$ cat src/rtl/dsw_consts.vh
// named constants of the disk sector write engine
`ifndef DSW_CONSTS_VH
`define DSW_CONSTS_VH
// register offsets on the plain register port
`define DSW_ADDR_CTRL        3'h0
`define DSW_ADDR_DELAY       3'h1
`define DSW_ADDR_STATUS      3'h2
`define DSW_ADDR_DATA        3'h3
`define DSW_ADDR_RESULT      3'h4
// control register fields
`define DSW_CTRL_PERP        0
`define DSW_CTRL_DMA         1
`define DSW_CTRL_RESET       8'h00
`define DSW_DELAY_RESET      8'h00
// result status fields
`define DSW_TC_NORMAL        2'h0
`define DSW_TC_ABNORMAL      2'h1
`define DSW_S1_END_TRACK     7
`define DSW_S1_CRC           5
`define DSW_S1_OVERRUN       4
`define DSW_S1_NO_DATA       2
`define DSW_S1_WPROT         1
`define DSW_S1_NO_MARK       0
`define DSW_S2_WRONG_TRACK   4
`define DSW_S2_BAD_TRACK     1
`define DSW_BAD_TRACK_ID     8'hff
`define DSW_RESULT_LAST      3'h6
// disk format
`define DSW_GAP2_FULL        8'h16
`define DSW_GAP2_PERP        8'h0a
`define DSW_PREAMBLE_LEN     8'h0c
`define DSW_PREAMBLE_BYTE    8'h00
`define DSW_MARK_NORMAL      8'hfb
`define DSW_MARK_DELETED     8'hf8
`define DSW_SECTOR_BASE      16'h0080
`define DSW_FIRST_SECTOR     8'h01
`define DSW_INDEX_LIMIT      2'h2
// timing
`define DSW_CLK_PERIOD_NS    10
`define DSW_DELAY_UNIT_NS    1000
`define DSW_DELAY_UNIT_CYC   (`DSW_DELAY_UNIT_NS / `DSW_CLK_PERIOD_NS)
`define DSW_SYNC_DEPTH       3
`endif

$ cat src/rtl/dsw_sector_write_engine.v
// sector write engine: search, write, termination and result bytes
`timescale 1ns/100ps
`include "dsw_consts.vh"
module dsw_sector_write_engine (
    input  wire        clock_i,
    input  wire        rst_i,
    // command parameters, held while busy
    input  wire        cmd_start_i,
    input  wire        cmd_deleted_i,
    input  wire        multi_side_enable_i,
    input  wire        auto_seek_enable_i,
    input  wire [1:0]  cmd_drive_i,
    input  wire [7:0]  cmd_track_i,
    input  wire [7:0]  cmd_head_i,
    input  wire [7:0]  cmd_sector_i,
    input  wire [7:0]  cmd_size_i,
    input  wire [7:0]  last_sector_number_i,
    // seek helper
    output reg         seek_req_o,
    input  wire        seek_done_i,
    // data separator, same clock
    input  wire        byte_tick_i,
    input  wire        id_valid_i,
    input  wire        id_crc_err_i,
    input  wire        id_no_mark_i,
    input  wire [7:0]  id_track_i,
    input  wire [7:0]  id_head_i,
    input  wire [7:0]  id_sector_i,
    input  wire [7:0]  id_size_i,
    // drive pins
    input  wire        index_i,
    input  wire        write_protect_i,
    input  wire        terminal_count_i,
    // write path
    output reg         wr_gate_o,
    output reg         wr_load_o,
    output reg         wr_mark_o,
    output reg  [7:0]  wr_byte_o,
    // dma
    output reg         dma_req_o,
    input  wire        dma_ack_i,
    input  wire [7:0]  dma_data_i,
    // register port
    input  wire [2:0]  reg_addr_i,
    input  wire [7:0]  reg_wdata_i,
    input  wire        reg_wr_i,
    input  wire        reg_rd_i,
    output reg  [7:0]  reg_rdata_o,
    output reg         irq_o,
    output reg         busy_o
);

// ---------------------------------------------------------------
// states
// ---------------------------------------------------------------
localparam [3:0] ST_IDLE   = 4'h0;
localparam [3:0] ST_DELAY  = 4'h1;
localparam [3:0] ST_SEEK   = 4'h2;
localparam [3:0] ST_SEARCH = 4'h3;
localparam [3:0] ST_GAP    = 4'h4;
localparam [3:0] ST_PREAMB = 4'h5;
localparam [3:0] ST_MARK   = 4'h6;
localparam [3:0] ST_DATA   = 4'h7;
localparam [3:0] ST_NEXT   = 4'h8;
localparam [3:0] ST_RESULT = 4'h9;

reg  [3:0]  state_reg;
reg  [7:0]  ctrl_reg;
reg  [7:0]  delay_reg;
reg  [23:0] wait_reg;
reg  [15:0] count_reg;
reg  [1:0]  index_cnt_reg;
reg         id_seen_reg;
reg         track_miss_reg;
reg         bad_track_reg;
reg  [1:0]  code_reg;
reg  [7:0]  st1_reg;
reg  [7:0]  st2_reg;
reg  [7:0]  cur_head_reg;
reg  [7:0]  cur_sector_reg;
reg  [7:0]  hold_reg;
reg         hold_full_reg;
reg  [7:0]  last_reg;
reg         tc_seen_reg;
reg  [2:0]  res_ptr_reg;
reg  [2:0]  pin_filt_reg;
reg  [2:0]  pin_prev_reg;
wire [2:0]  pin_raw;
wire [2:0]  pin_s2;
wire [2:0]  pin_s3;

// register port decode, shared by read and write paths
function hit;
    input [2:0] addr;
    input [2:0] target;
    begin
        hit = (addr == target);
    end
endfunction

// result byte selected by index
function [7:0] result_byte;
    input [2:0] idx;
    begin
        case (idx)
            3'h0:    result_byte = {code_reg, 3'h0, cur_head_reg[0], cmd_drive_i};
            3'h1:    result_byte = st1_reg;
            3'h2:    result_byte = st2_reg;
            3'h3:    result_byte = cmd_track_i;
            3'h4:    result_byte = cur_head_reg;
            3'h5:    result_byte = cur_sector_reg;
            3'h6:    result_byte = cmd_size_i;
            default: result_byte = 8'h00;
        endcase
    end
endfunction

// ---------------------------------------------------------------
// pin synchronisers
// ---------------------------------------------------------------
assign pin_raw = {terminal_count_i, write_protect_i, index_i};

// a change counts only once stages two and three agree, so a glitch
// caught by one sample never reaches the sequencer
genvar g;
generate
    for (g = 0; g < `DSW_SYNC_DEPTH; g = g + 1) begin : g_sync
        reg [2:0] sh_reg;
        always @(posedge clock_i) begin
            if (rst_i) begin
                sh_reg <= 3'h0;
                pin_filt_reg[g] <= 1'b0;
                pin_prev_reg[g] <= 1'b0;
            end else begin
                sh_reg <= {sh_reg[1:0], pin_raw[g]};
                if (pin_s2[g] == pin_s3[g]) begin
                    pin_filt_reg[g] <= pin_s3[g];
                end
                pin_prev_reg[g] <= pin_filt_reg[g];
            end
        end
        assign pin_s2[g] = sh_reg[1];
        assign pin_s3[g] = sh_reg[2];
    end
endgenerate

wire index_rise = pin_filt_reg[0] & ~pin_prev_reg[0];
wire wprot      = pin_filt_reg[1];
wire tc_level   = pin_filt_reg[2];

// ---------------------------------------------------------------
// derived terms
// ---------------------------------------------------------------
wire        host_wr  = reg_wr_i & hit(reg_addr_i, `DSW_ADDR_DATA);
wire        res_rd   = reg_rd_i & hit(reg_addr_i, `DSW_ADDR_RESULT);
wire        feeding  = (state_reg == ST_GAP) | (state_reg == ST_PREAMB) |
                       (state_reg == ST_MARK) | (state_reg == ST_DATA);
wire        id_match = (id_track_i == cmd_track_i) & (id_head_i == cur_head_reg) &
                       (id_sector_i == cur_sector_reg) & (id_size_i == cmd_size_i);
wire [15:0] sec_len  = `DSW_SECTOR_BASE << cmd_size_i[2:0];
wire [7:0]  gap_len  = ctrl_reg[`DSW_CTRL_PERP] ? `DSW_GAP2_PERP : `DSW_GAP2_FULL;
// full product kept, then cut on purpose to the wait counter width
wire [31:0] delay_full = delay_reg * `DSW_DELAY_UNIT_CYC;
wire [23:0] delay_cyc  = delay_full[23:0];
wire        byte_in  = dma_ack_i | host_wr;
wire [7:0]  byte_val = dma_ack_i ? dma_data_i : reg_wdata_i;

// ---------------------------------------------------------------
// register port
// ---------------------------------------------------------------
// read data stands in the cycle after the strobe only; a result read
// outside the result phase returns zero and moves nothing
always @(posedge clock_i) begin
    if (rst_i) begin
        ctrl_reg    <= `DSW_CTRL_RESET;
        delay_reg   <= `DSW_DELAY_RESET;
        reg_rdata_o <= 8'h00;
    end else begin
        if (reg_wr_i & hit(reg_addr_i, `DSW_ADDR_CTRL)) begin
            ctrl_reg <= reg_wdata_i;
        end
        if (reg_wr_i & hit(reg_addr_i, `DSW_ADDR_DELAY)) begin
            delay_reg <= reg_wdata_i;
        end
        reg_rdata_o <= 8'h00;
        if (reg_rd_i) begin
            case (reg_addr_i)
                `DSW_ADDR_CTRL:   reg_rdata_o <= ctrl_reg;
                `DSW_ADDR_DELAY:  reg_rdata_o <= delay_reg;
                `DSW_ADDR_STATUS: reg_rdata_o <= {busy_o, irq_o, hold_full_reg,
                                                  dma_req_o, state_reg};
                `DSW_ADDR_RESULT: reg_rdata_o <= (state_reg == ST_RESULT) ?
                                                 result_byte(res_ptr_reg) : 8'h00;
                default:          reg_rdata_o <= 8'h00;
            endcase
        end
    end
end

// ---------------------------------------------------------------
// sequencer
// ---------------------------------------------------------------
always @(posedge clock_i) begin
    if (rst_i) begin
        state_reg      <= ST_IDLE;
        wait_reg       <= 24'h0;
        count_reg      <= 16'h0;
        index_cnt_reg  <= 2'h0;
        id_seen_reg    <= 1'b0;
        track_miss_reg <= 1'b0;
        bad_track_reg  <= 1'b0;
        code_reg       <= `DSW_TC_NORMAL;
        st1_reg        <= 8'h00;
        st2_reg        <= 8'h00;
        cur_head_reg   <= 8'h00;
        cur_sector_reg <= 8'h00;
        hold_reg       <= 8'h00;
        hold_full_reg  <= 1'b0;
        last_reg       <= 8'h00;
        tc_seen_reg    <= 1'b0;
        res_ptr_reg    <= 3'h0;
        seek_req_o     <= 1'b0;
        wr_gate_o      <= 1'b0;
        wr_load_o      <= 1'b0;
        wr_mark_o      <= 1'b0;
        wr_byte_o      <= 8'h00;
        dma_req_o      <= 1'b0;
        irq_o          <= 1'b0;
        busy_o         <= 1'b0;
    end else begin
        wr_load_o <= 1'b0;
        wr_mark_o <= 1'b0;
        // one byte buffered ahead of the disk; request while empty
        if (feeding & byte_in & ~hold_full_reg) begin
            hold_reg      <= byte_val;
            hold_full_reg <= 1'b1;
        end
        dma_req_o <= feeding & ~hold_full_reg & ~byte_in & ~tc_seen_reg &
                     ctrl_reg[`DSW_CTRL_DMA];
        if (feeding & tc_level) begin
            tc_seen_reg <= 1'b1;
        end
        case (state_reg)
            ST_IDLE: begin
                if (cmd_start_i) begin
                    busy_o         <= 1'b1;
                    irq_o          <= 1'b0;
                    st1_reg        <= 8'h00;
                    st2_reg        <= 8'h00;
                    code_reg       <= `DSW_TC_NORMAL;
                    tc_seen_reg    <= 1'b0;
                    hold_full_reg  <= 1'b0;
                    cur_head_reg   <= cmd_head_i;
                    cur_sector_reg <= cmd_sector_i;
                    wait_reg       <= 24'h0;
                    state_reg      <= ST_DELAY;
                end
            end
            ST_DELAY: begin
                wait_reg <= wait_reg + 24'h1;
                if (wait_reg >= delay_cyc) begin
                    seek_req_o <= auto_seek_enable_i;
                    state_reg  <= auto_seek_enable_i ? ST_SEEK : ST_SEARCH;
                    index_cnt_reg  <= 2'h0;
                    id_seen_reg    <= 1'b0;
                    track_miss_reg <= 1'b0;
                    bad_track_reg  <= 1'b0;
                end
            end
            ST_SEEK: begin
                // seek and its sense step are run here, not by separate commands
                if (seek_done_i) begin
                    seek_req_o <= 1'b0;
                    state_reg  <= ST_SEARCH;
                end
            end
            ST_SEARCH: begin
                if (index_rise) begin
                    index_cnt_reg <= index_cnt_reg + 2'h1;
                end
                // search errors end the command before any byte of the sought sector is written
                if (wprot) begin
                    st1_reg[`DSW_S1_WPROT] <= 1'b1;
                    code_reg  <= `DSW_TC_ABNORMAL;
                    state_reg <= ST_RESULT;
                end else if (host_wr) begin
                    // a data write while searching aborts, e.g. with no disk
                    code_reg  <= `DSW_TC_ABNORMAL;
                    state_reg <= ST_RESULT;
                end else if (id_valid_i & id_crc_err_i) begin
                    st1_reg[`DSW_S1_CRC] <= 1'b1;
                    code_reg  <= `DSW_TC_ABNORMAL;
                    state_reg <= ST_RESULT;
                end else if (id_valid_i & id_match) begin
                    count_reg <= {8'h00, gap_len};
                    state_reg <= ST_GAP;
                end else if (index_cnt_reg == `DSW_INDEX_LIMIT) begin
                    st1_reg[`DSW_S1_NO_MARK] <= ~id_seen_reg;
                    st1_reg[`DSW_S1_NO_DATA] <= id_seen_reg;
                    st2_reg[`DSW_S2_WRONG_TRACK] <= track_miss_reg & ~bad_track_reg;
                    st2_reg[`DSW_S2_BAD_TRACK]   <= bad_track_reg;
                    code_reg  <= `DSW_TC_ABNORMAL;
                    state_reg <= ST_RESULT;
                end else if (id_valid_i) begin
                    // keep looking at later sectors
                    id_seen_reg <= 1'b1;
                    if (id_track_i != cmd_track_i) begin
                        track_miss_reg <= 1'b1;
                        bad_track_reg  <= (id_track_i == `DSW_BAD_TRACK_ID);
                    end
                end else if (id_no_mark_i) begin
                    id_seen_reg <= id_seen_reg;
                end
            end
            ST_GAP: begin
                if (byte_tick_i) begin
                    count_reg <= count_reg - 16'h1;
                    if (count_reg == 16'h1) begin
                        count_reg <= {8'h00, `DSW_PREAMBLE_LEN};
                        state_reg <= ST_PREAMB;
                    end
                end
            end
            ST_PREAMB: begin
                if (byte_tick_i) begin
                    wr_gate_o <= 1'b1;
                    wr_load_o <= 1'b1;
                    wr_byte_o <= `DSW_PREAMBLE_BYTE;
                    count_reg <= count_reg - 16'h1;
                    if (count_reg == 16'h1) begin
                        state_reg <= ST_MARK;
                    end
                end
            end
            ST_MARK: begin
                if (byte_tick_i) begin
                    wr_load_o <= 1'b1;
                    wr_mark_o <= 1'b1;
                    wr_byte_o <= cmd_deleted_i ? `DSW_MARK_DELETED : `DSW_MARK_NORMAL;
                    count_reg <= sec_len;
                    state_reg <= ST_DATA;
                end
            end
            ST_DATA: begin
                if (byte_tick_i) begin
                    wr_load_o <= 1'b1;
                    count_reg <= count_reg - 16'h1;
                    if (hold_full_reg) begin
                        wr_byte_o     <= hold_reg;
                        last_reg      <= hold_reg;
                        // a byte arriving as the buffer drains is kept, not lost
                        hold_full_reg <= byte_in;
                        if (byte_in) begin
                            hold_reg <= byte_val;
                        end
                    end else begin
                        // late byte: repeat the last good one so the field closes
                        wr_byte_o <= last_reg;
                        if (~tc_seen_reg) begin
                            // gate closes after this byte, in the result state, or in ST_NEXT if it was the sector's last
                            st1_reg[`DSW_S1_OVERRUN] <= 1'b1;
                            code_reg  <= `DSW_TC_ABNORMAL;
                            state_reg <= ST_RESULT;
                        end
                    end
                    if (count_reg == 16'h1) begin
                        state_reg <= ST_NEXT;
                    end
                end
            end
            ST_NEXT: begin
                wr_gate_o <= 1'b0;
                // current sector stays in the result if this is the end
                if (tc_seen_reg) begin
                    code_reg  <= `DSW_TC_NORMAL;
                    state_reg <= ST_RESULT;
                end else if (cur_sector_reg == last_sector_number_i) begin
                    if (multi_side_enable_i & ~cur_head_reg[0]) begin
                        cur_head_reg   <= 8'h01;
                        cur_sector_reg <= `DSW_FIRST_SECTOR;
                        index_cnt_reg  <= 2'h0;
                        state_reg      <= ST_SEARCH;
                    end else begin
                        st1_reg[`DSW_S1_END_TRACK] <= 1'b1;
                        code_reg  <= `DSW_TC_ABNORMAL;
                        state_reg <= ST_RESULT;
                    end
                end else begin
                    cur_sector_reg <= cur_sector_reg + 8'h1;
                    index_cnt_reg  <= 2'h0;
                    state_reg      <= ST_SEARCH;
                end
            end
            ST_RESULT: begin
                // cur head and sector still name the sector in hand
                wr_gate_o <= 1'b0;
                busy_o <= 1'b0;
                if (res_rd) begin
                    irq_o       <= 1'b0;
                    res_ptr_reg <= res_ptr_reg + 3'h1;
                    if (res_ptr_reg == `DSW_RESULT_LAST) begin
                        res_ptr_reg <= 3'h0;
                        state_reg   <= ST_IDLE;
                    end
                end
                // raised on entry and held until the first result read; a read
                // in the entry cycle does not swallow it
                if (busy_o) begin
                    irq_o <= 1'b1;
                end
            end
            default: begin
                state_reg <= ST_IDLE;
            end
        endcase
    end
end

endmodule
$ cat config.mk
export PLATFORM = sky130hd
export DESIGN_NAME = dsw_sector_write_engine
export DESIGN_NICKNAME = d
export VERILOG_FILES = /design/src/rtl/dsw_sector_write_engine.v
export VERILOG_INCLUDE_DIRS = /design/src /design/src/rtl
export SDC_FILE = /design/constraint.sdc
export NUM_CORES = 1
export LEC_CHECK = 0
export BUFFER_PORTS_ARGS = -buffer_cell sky130_fd_sc_hd__buf_4
export CAP_MARGIN = 20
export CORE_MARGIN = 1.5
export CORE_UTILIZATION = 45
export DETAILED_ROUTE_END_ITERATION = 12
export GPL_TIMING_DRIVEN = 0
export PLACE_DENSITY = 0.67
export SLEW_MARGIN = 20
export SYNTH_ARGS = -nofsm -noshare
export SYNTH_HDL_FRONTEND = slang
export SYNTH_SLANG_ARGS = --single-unit
$ cat constraint.sdc
create_clock -name clock_i -period 7.4 [get_ports clock_i]
set_input_delay 2.22 -clock clock_i [delete_from_list [all_inputs] [get_ports clock_i]]
set_output_delay 2.22 -clock clock_i [all_outputs]
set_load 0.02 [all_outputs]
==> out/metrics.cfg <==
[routing]
top_layer=met4
dr_wl_met3_um=2150
drc=0
drtIter0Drc=731
wl_met1_um=13100
drt-total-wl_um=27900
dr.pass1.iters=5
wire_per_inst_um=18.9
wl_met2_um=12000
vias=8560
antenna_left=0
viasPerCell=5.80

[cells_and_area]
n_antenna_cell=0
num-nets-final=1391
final_core_util=0.558
area_delta_synth_final_pct=20.9
final_cells=1477
fillers=1827
largest_reg_flops=24
drive_gt1_frac=0.149
final_area_um2=10500

[timing]
post-route-min-period_ps=4960
fin_skew_ps=11.7
fin_hold_ws_ps=436
rsz0062_at_grt=false
slew_headroom=0.403
finalSetupViolCount=0
hold_violations=0
max_freq_ghz=0.202
setup_ws_ps=2440
period_share=0.670
drv_slew=0
tightest_slew_ps=895
setup_tns_ps=0

[yosys]
synth_top_area_cell=dfxtp_1
yosysWarnings=0
synth.distinct_cells=68
syn_inst=1084
synth_nets=1245
syn-cell-area_um2=8660
synth_edf_count=0
synthFlopType=dfxtp_1
synth_area_leaders=dfxtp_1 34%, ha_1 6.9%, nor2_1 6.1%, a21oi_1 5.5%, mux2i_1 4.7%
seq_area_frac_synth=0.340
yosysMostFrequentCell=dfxtp_1
syn_avg_cell_area_um2=7.99
synth_common_cells=147 x dfxtp_1, 141 x nor2_1, 99 x nand2_1
synth_seq_cells=147
netlist.area_leader.share=0.340
async_flop_share=0

[power_and_ir_drop]
switching_share=0.346
powerDensity_nw_per_um2=217
power.internal_mw=1.48
peakVddDrop_mv=0.207
p_comb_frac=0.248
clkPwrFrac=0.367
p_switching_mw=0.784
power_frac_seq=0.385
total_power_mw=2.27
leakage_nw=4.07

[die]
core_um2=18800
die_h_um=142
num_io_pins=133
dieArea_um2=20100
initial_utilization=0.461
fp-row-count=50
die_w_um=142

[setup_path]
cpMostUsedCell=ha_1
startpoint=delay_reg[3]$_SDFFE_PP0P_
slowest_delay_ps=550
worstPathMaxFanout=5
crit_chain=ha_1 -> ha_1 -> fa_1 -> ha_1 -> a21o_1 -> a21oi_1 -> o21bai_1 -> a21oi_1 -> o21ai_0 -> xnor2_1 -> ha_1 -> nor2b_1 -> nand4_1 -> o21bai_1 -> o31ai_1 -> o21ai_0 -> or4_1 -> a21oi_1
cp-end-kind=register
reg2regPathDepth=18
worst_setup_path_start_kind=register
crit_required_ps=7750
r2r-start=delay_reg[3]$_SDFFE_PP0P_
arrival_ps=5310
critPathKind=register to register
critPathSlowestCell=or4_1

[placement]
dpl_cell_area_um2=9910
port_buffers=127
hpwl_um=21200
pre_cts_slack_ps=2480
gp_congestion=0.957
dp.cells=1445

[global_route]
grt_overflow=0
antenna_found_initial=0
global_route.usage.total=0.280
grt_start_max_net_pins=17
grt_pass1_vias=7879
grt_pass1_wl_um=43100

[clocking]
clockRootBuffer=clkbuf_16
cts_tree=done
holdBufCountCts=0
h-tree-depth=4
numCtsBuffers=17
post_cts_buffers=0
cts.clk_slew.worst_paths_ps=60
clk_latency_ps=430
cts_buffer_depth=2
cts.repair.resized=0
cts_sinks=147

[min_path]
hp-start=g_sync[1].sh_reg[0]$_SDFF_PP0_
hold_class=register to register
hold_depth=1

[status]
status=finished clean

[flow_run]
drv_cap=0

## worst paths after layout
check / end / slack, ps
worst min-delay path: g_sync[1].sh_reg[1]$_SDFF_PP0_ / 440
worst max-delay path: bad_track_reg$_SDFFE_PP0P_ / 2440
worst max register to register: bad_track_reg$_SDFFE_PP0P_ / 2440
worst min register to register: g_sync[1].sh_reg[1]$_SDFF_PP0_ / 440
## worst max-delay path: cells and delay by family, from the launching register on
kind | cells | cell delay [ps]
XOR/XNOR | 1 | 190
flip-flops | 1 | 440
AND/OR/NAND/NOR | 3 | 930
AO/OA/AOI/OAI | 9 | 1630
adder cells (fa/ha/maj) | 5 | 1690
## cell families (layout without fill, tap and decap cells)
kind of cell / after synthesis / in the layout / share of synthesized area
flip-flops: 147 / 147 / 0.340
AO/OA/AOI/OAI: 270 / 270 / 0.203
multiplexers: 48 / 48 / 0.0565
XOR/XNOR: 52 / 52 / 0.0526
adder cells (fa/ha/maj): 51 / 51 / 0.0763
buffers and inverters: 100 / 259 / 0.0446
AND/OR/NAND/NOR: 416 / 416 / 0.227
## cell usage in the layout, fill, tap and decap left out, types with 10 or more instances in the layout
cell,netlist,final
a211oi_1,16,16
a21oi_1,95,95
a22oi_1,16,16
and3_1,14,14
buf_1,11,11
buf_4,0,127
clkbuf_1,48,48
clkbuf_16,0,17
dfxtp_1,147,147
ha_1,48,48
inv_1,37,37
mux2i_1,41,41
nand2_1,99,99
nand2b_1,11,11
nand3_1,31,31
nand4_1,17,17
nor2_1,141,141
nor2b_1,22,22
nor3_1,30,30
nor4_1,12,12
o211ai_1,10,10
o21ai_0,42,42
xnor2_1,30,30
xor2_1,22,22
## final cells by class
type,count,area [um^2],area share
plain buffers,63,248,0.0237
clock buffers,19,453,0.0433
clock inverters,13,111,0.0106
inverters,37,139,0.0133
multi-input cells,837,5330,0.509
flip-flops and latches,147,2940,0.281
well taps,234,293,0.0280
repair buffers,127,953,0.0911
## power by group through the flow
stage,logic [mW],clock network [mW],registers [mW]
CTS,0.556,0.841,0.872
global route,0.611,0.874,0.877
global placement,0.551,0,0.890
floorplan,0.349,0,0.878
finish,0.563,0.833,0.873
detailed placement,0.554,0,0.890
## metal layers
layer | GRT usage | up-vias
li1 | - | 4182
met1 | 0.401 | 3959
met2 | 0.433 | 379
met3 | 0.0391 | 40
met4 | 0.0912 | 0
met5 | 0 | -
No activity file was read; power rests on OpenSTA's default activity.
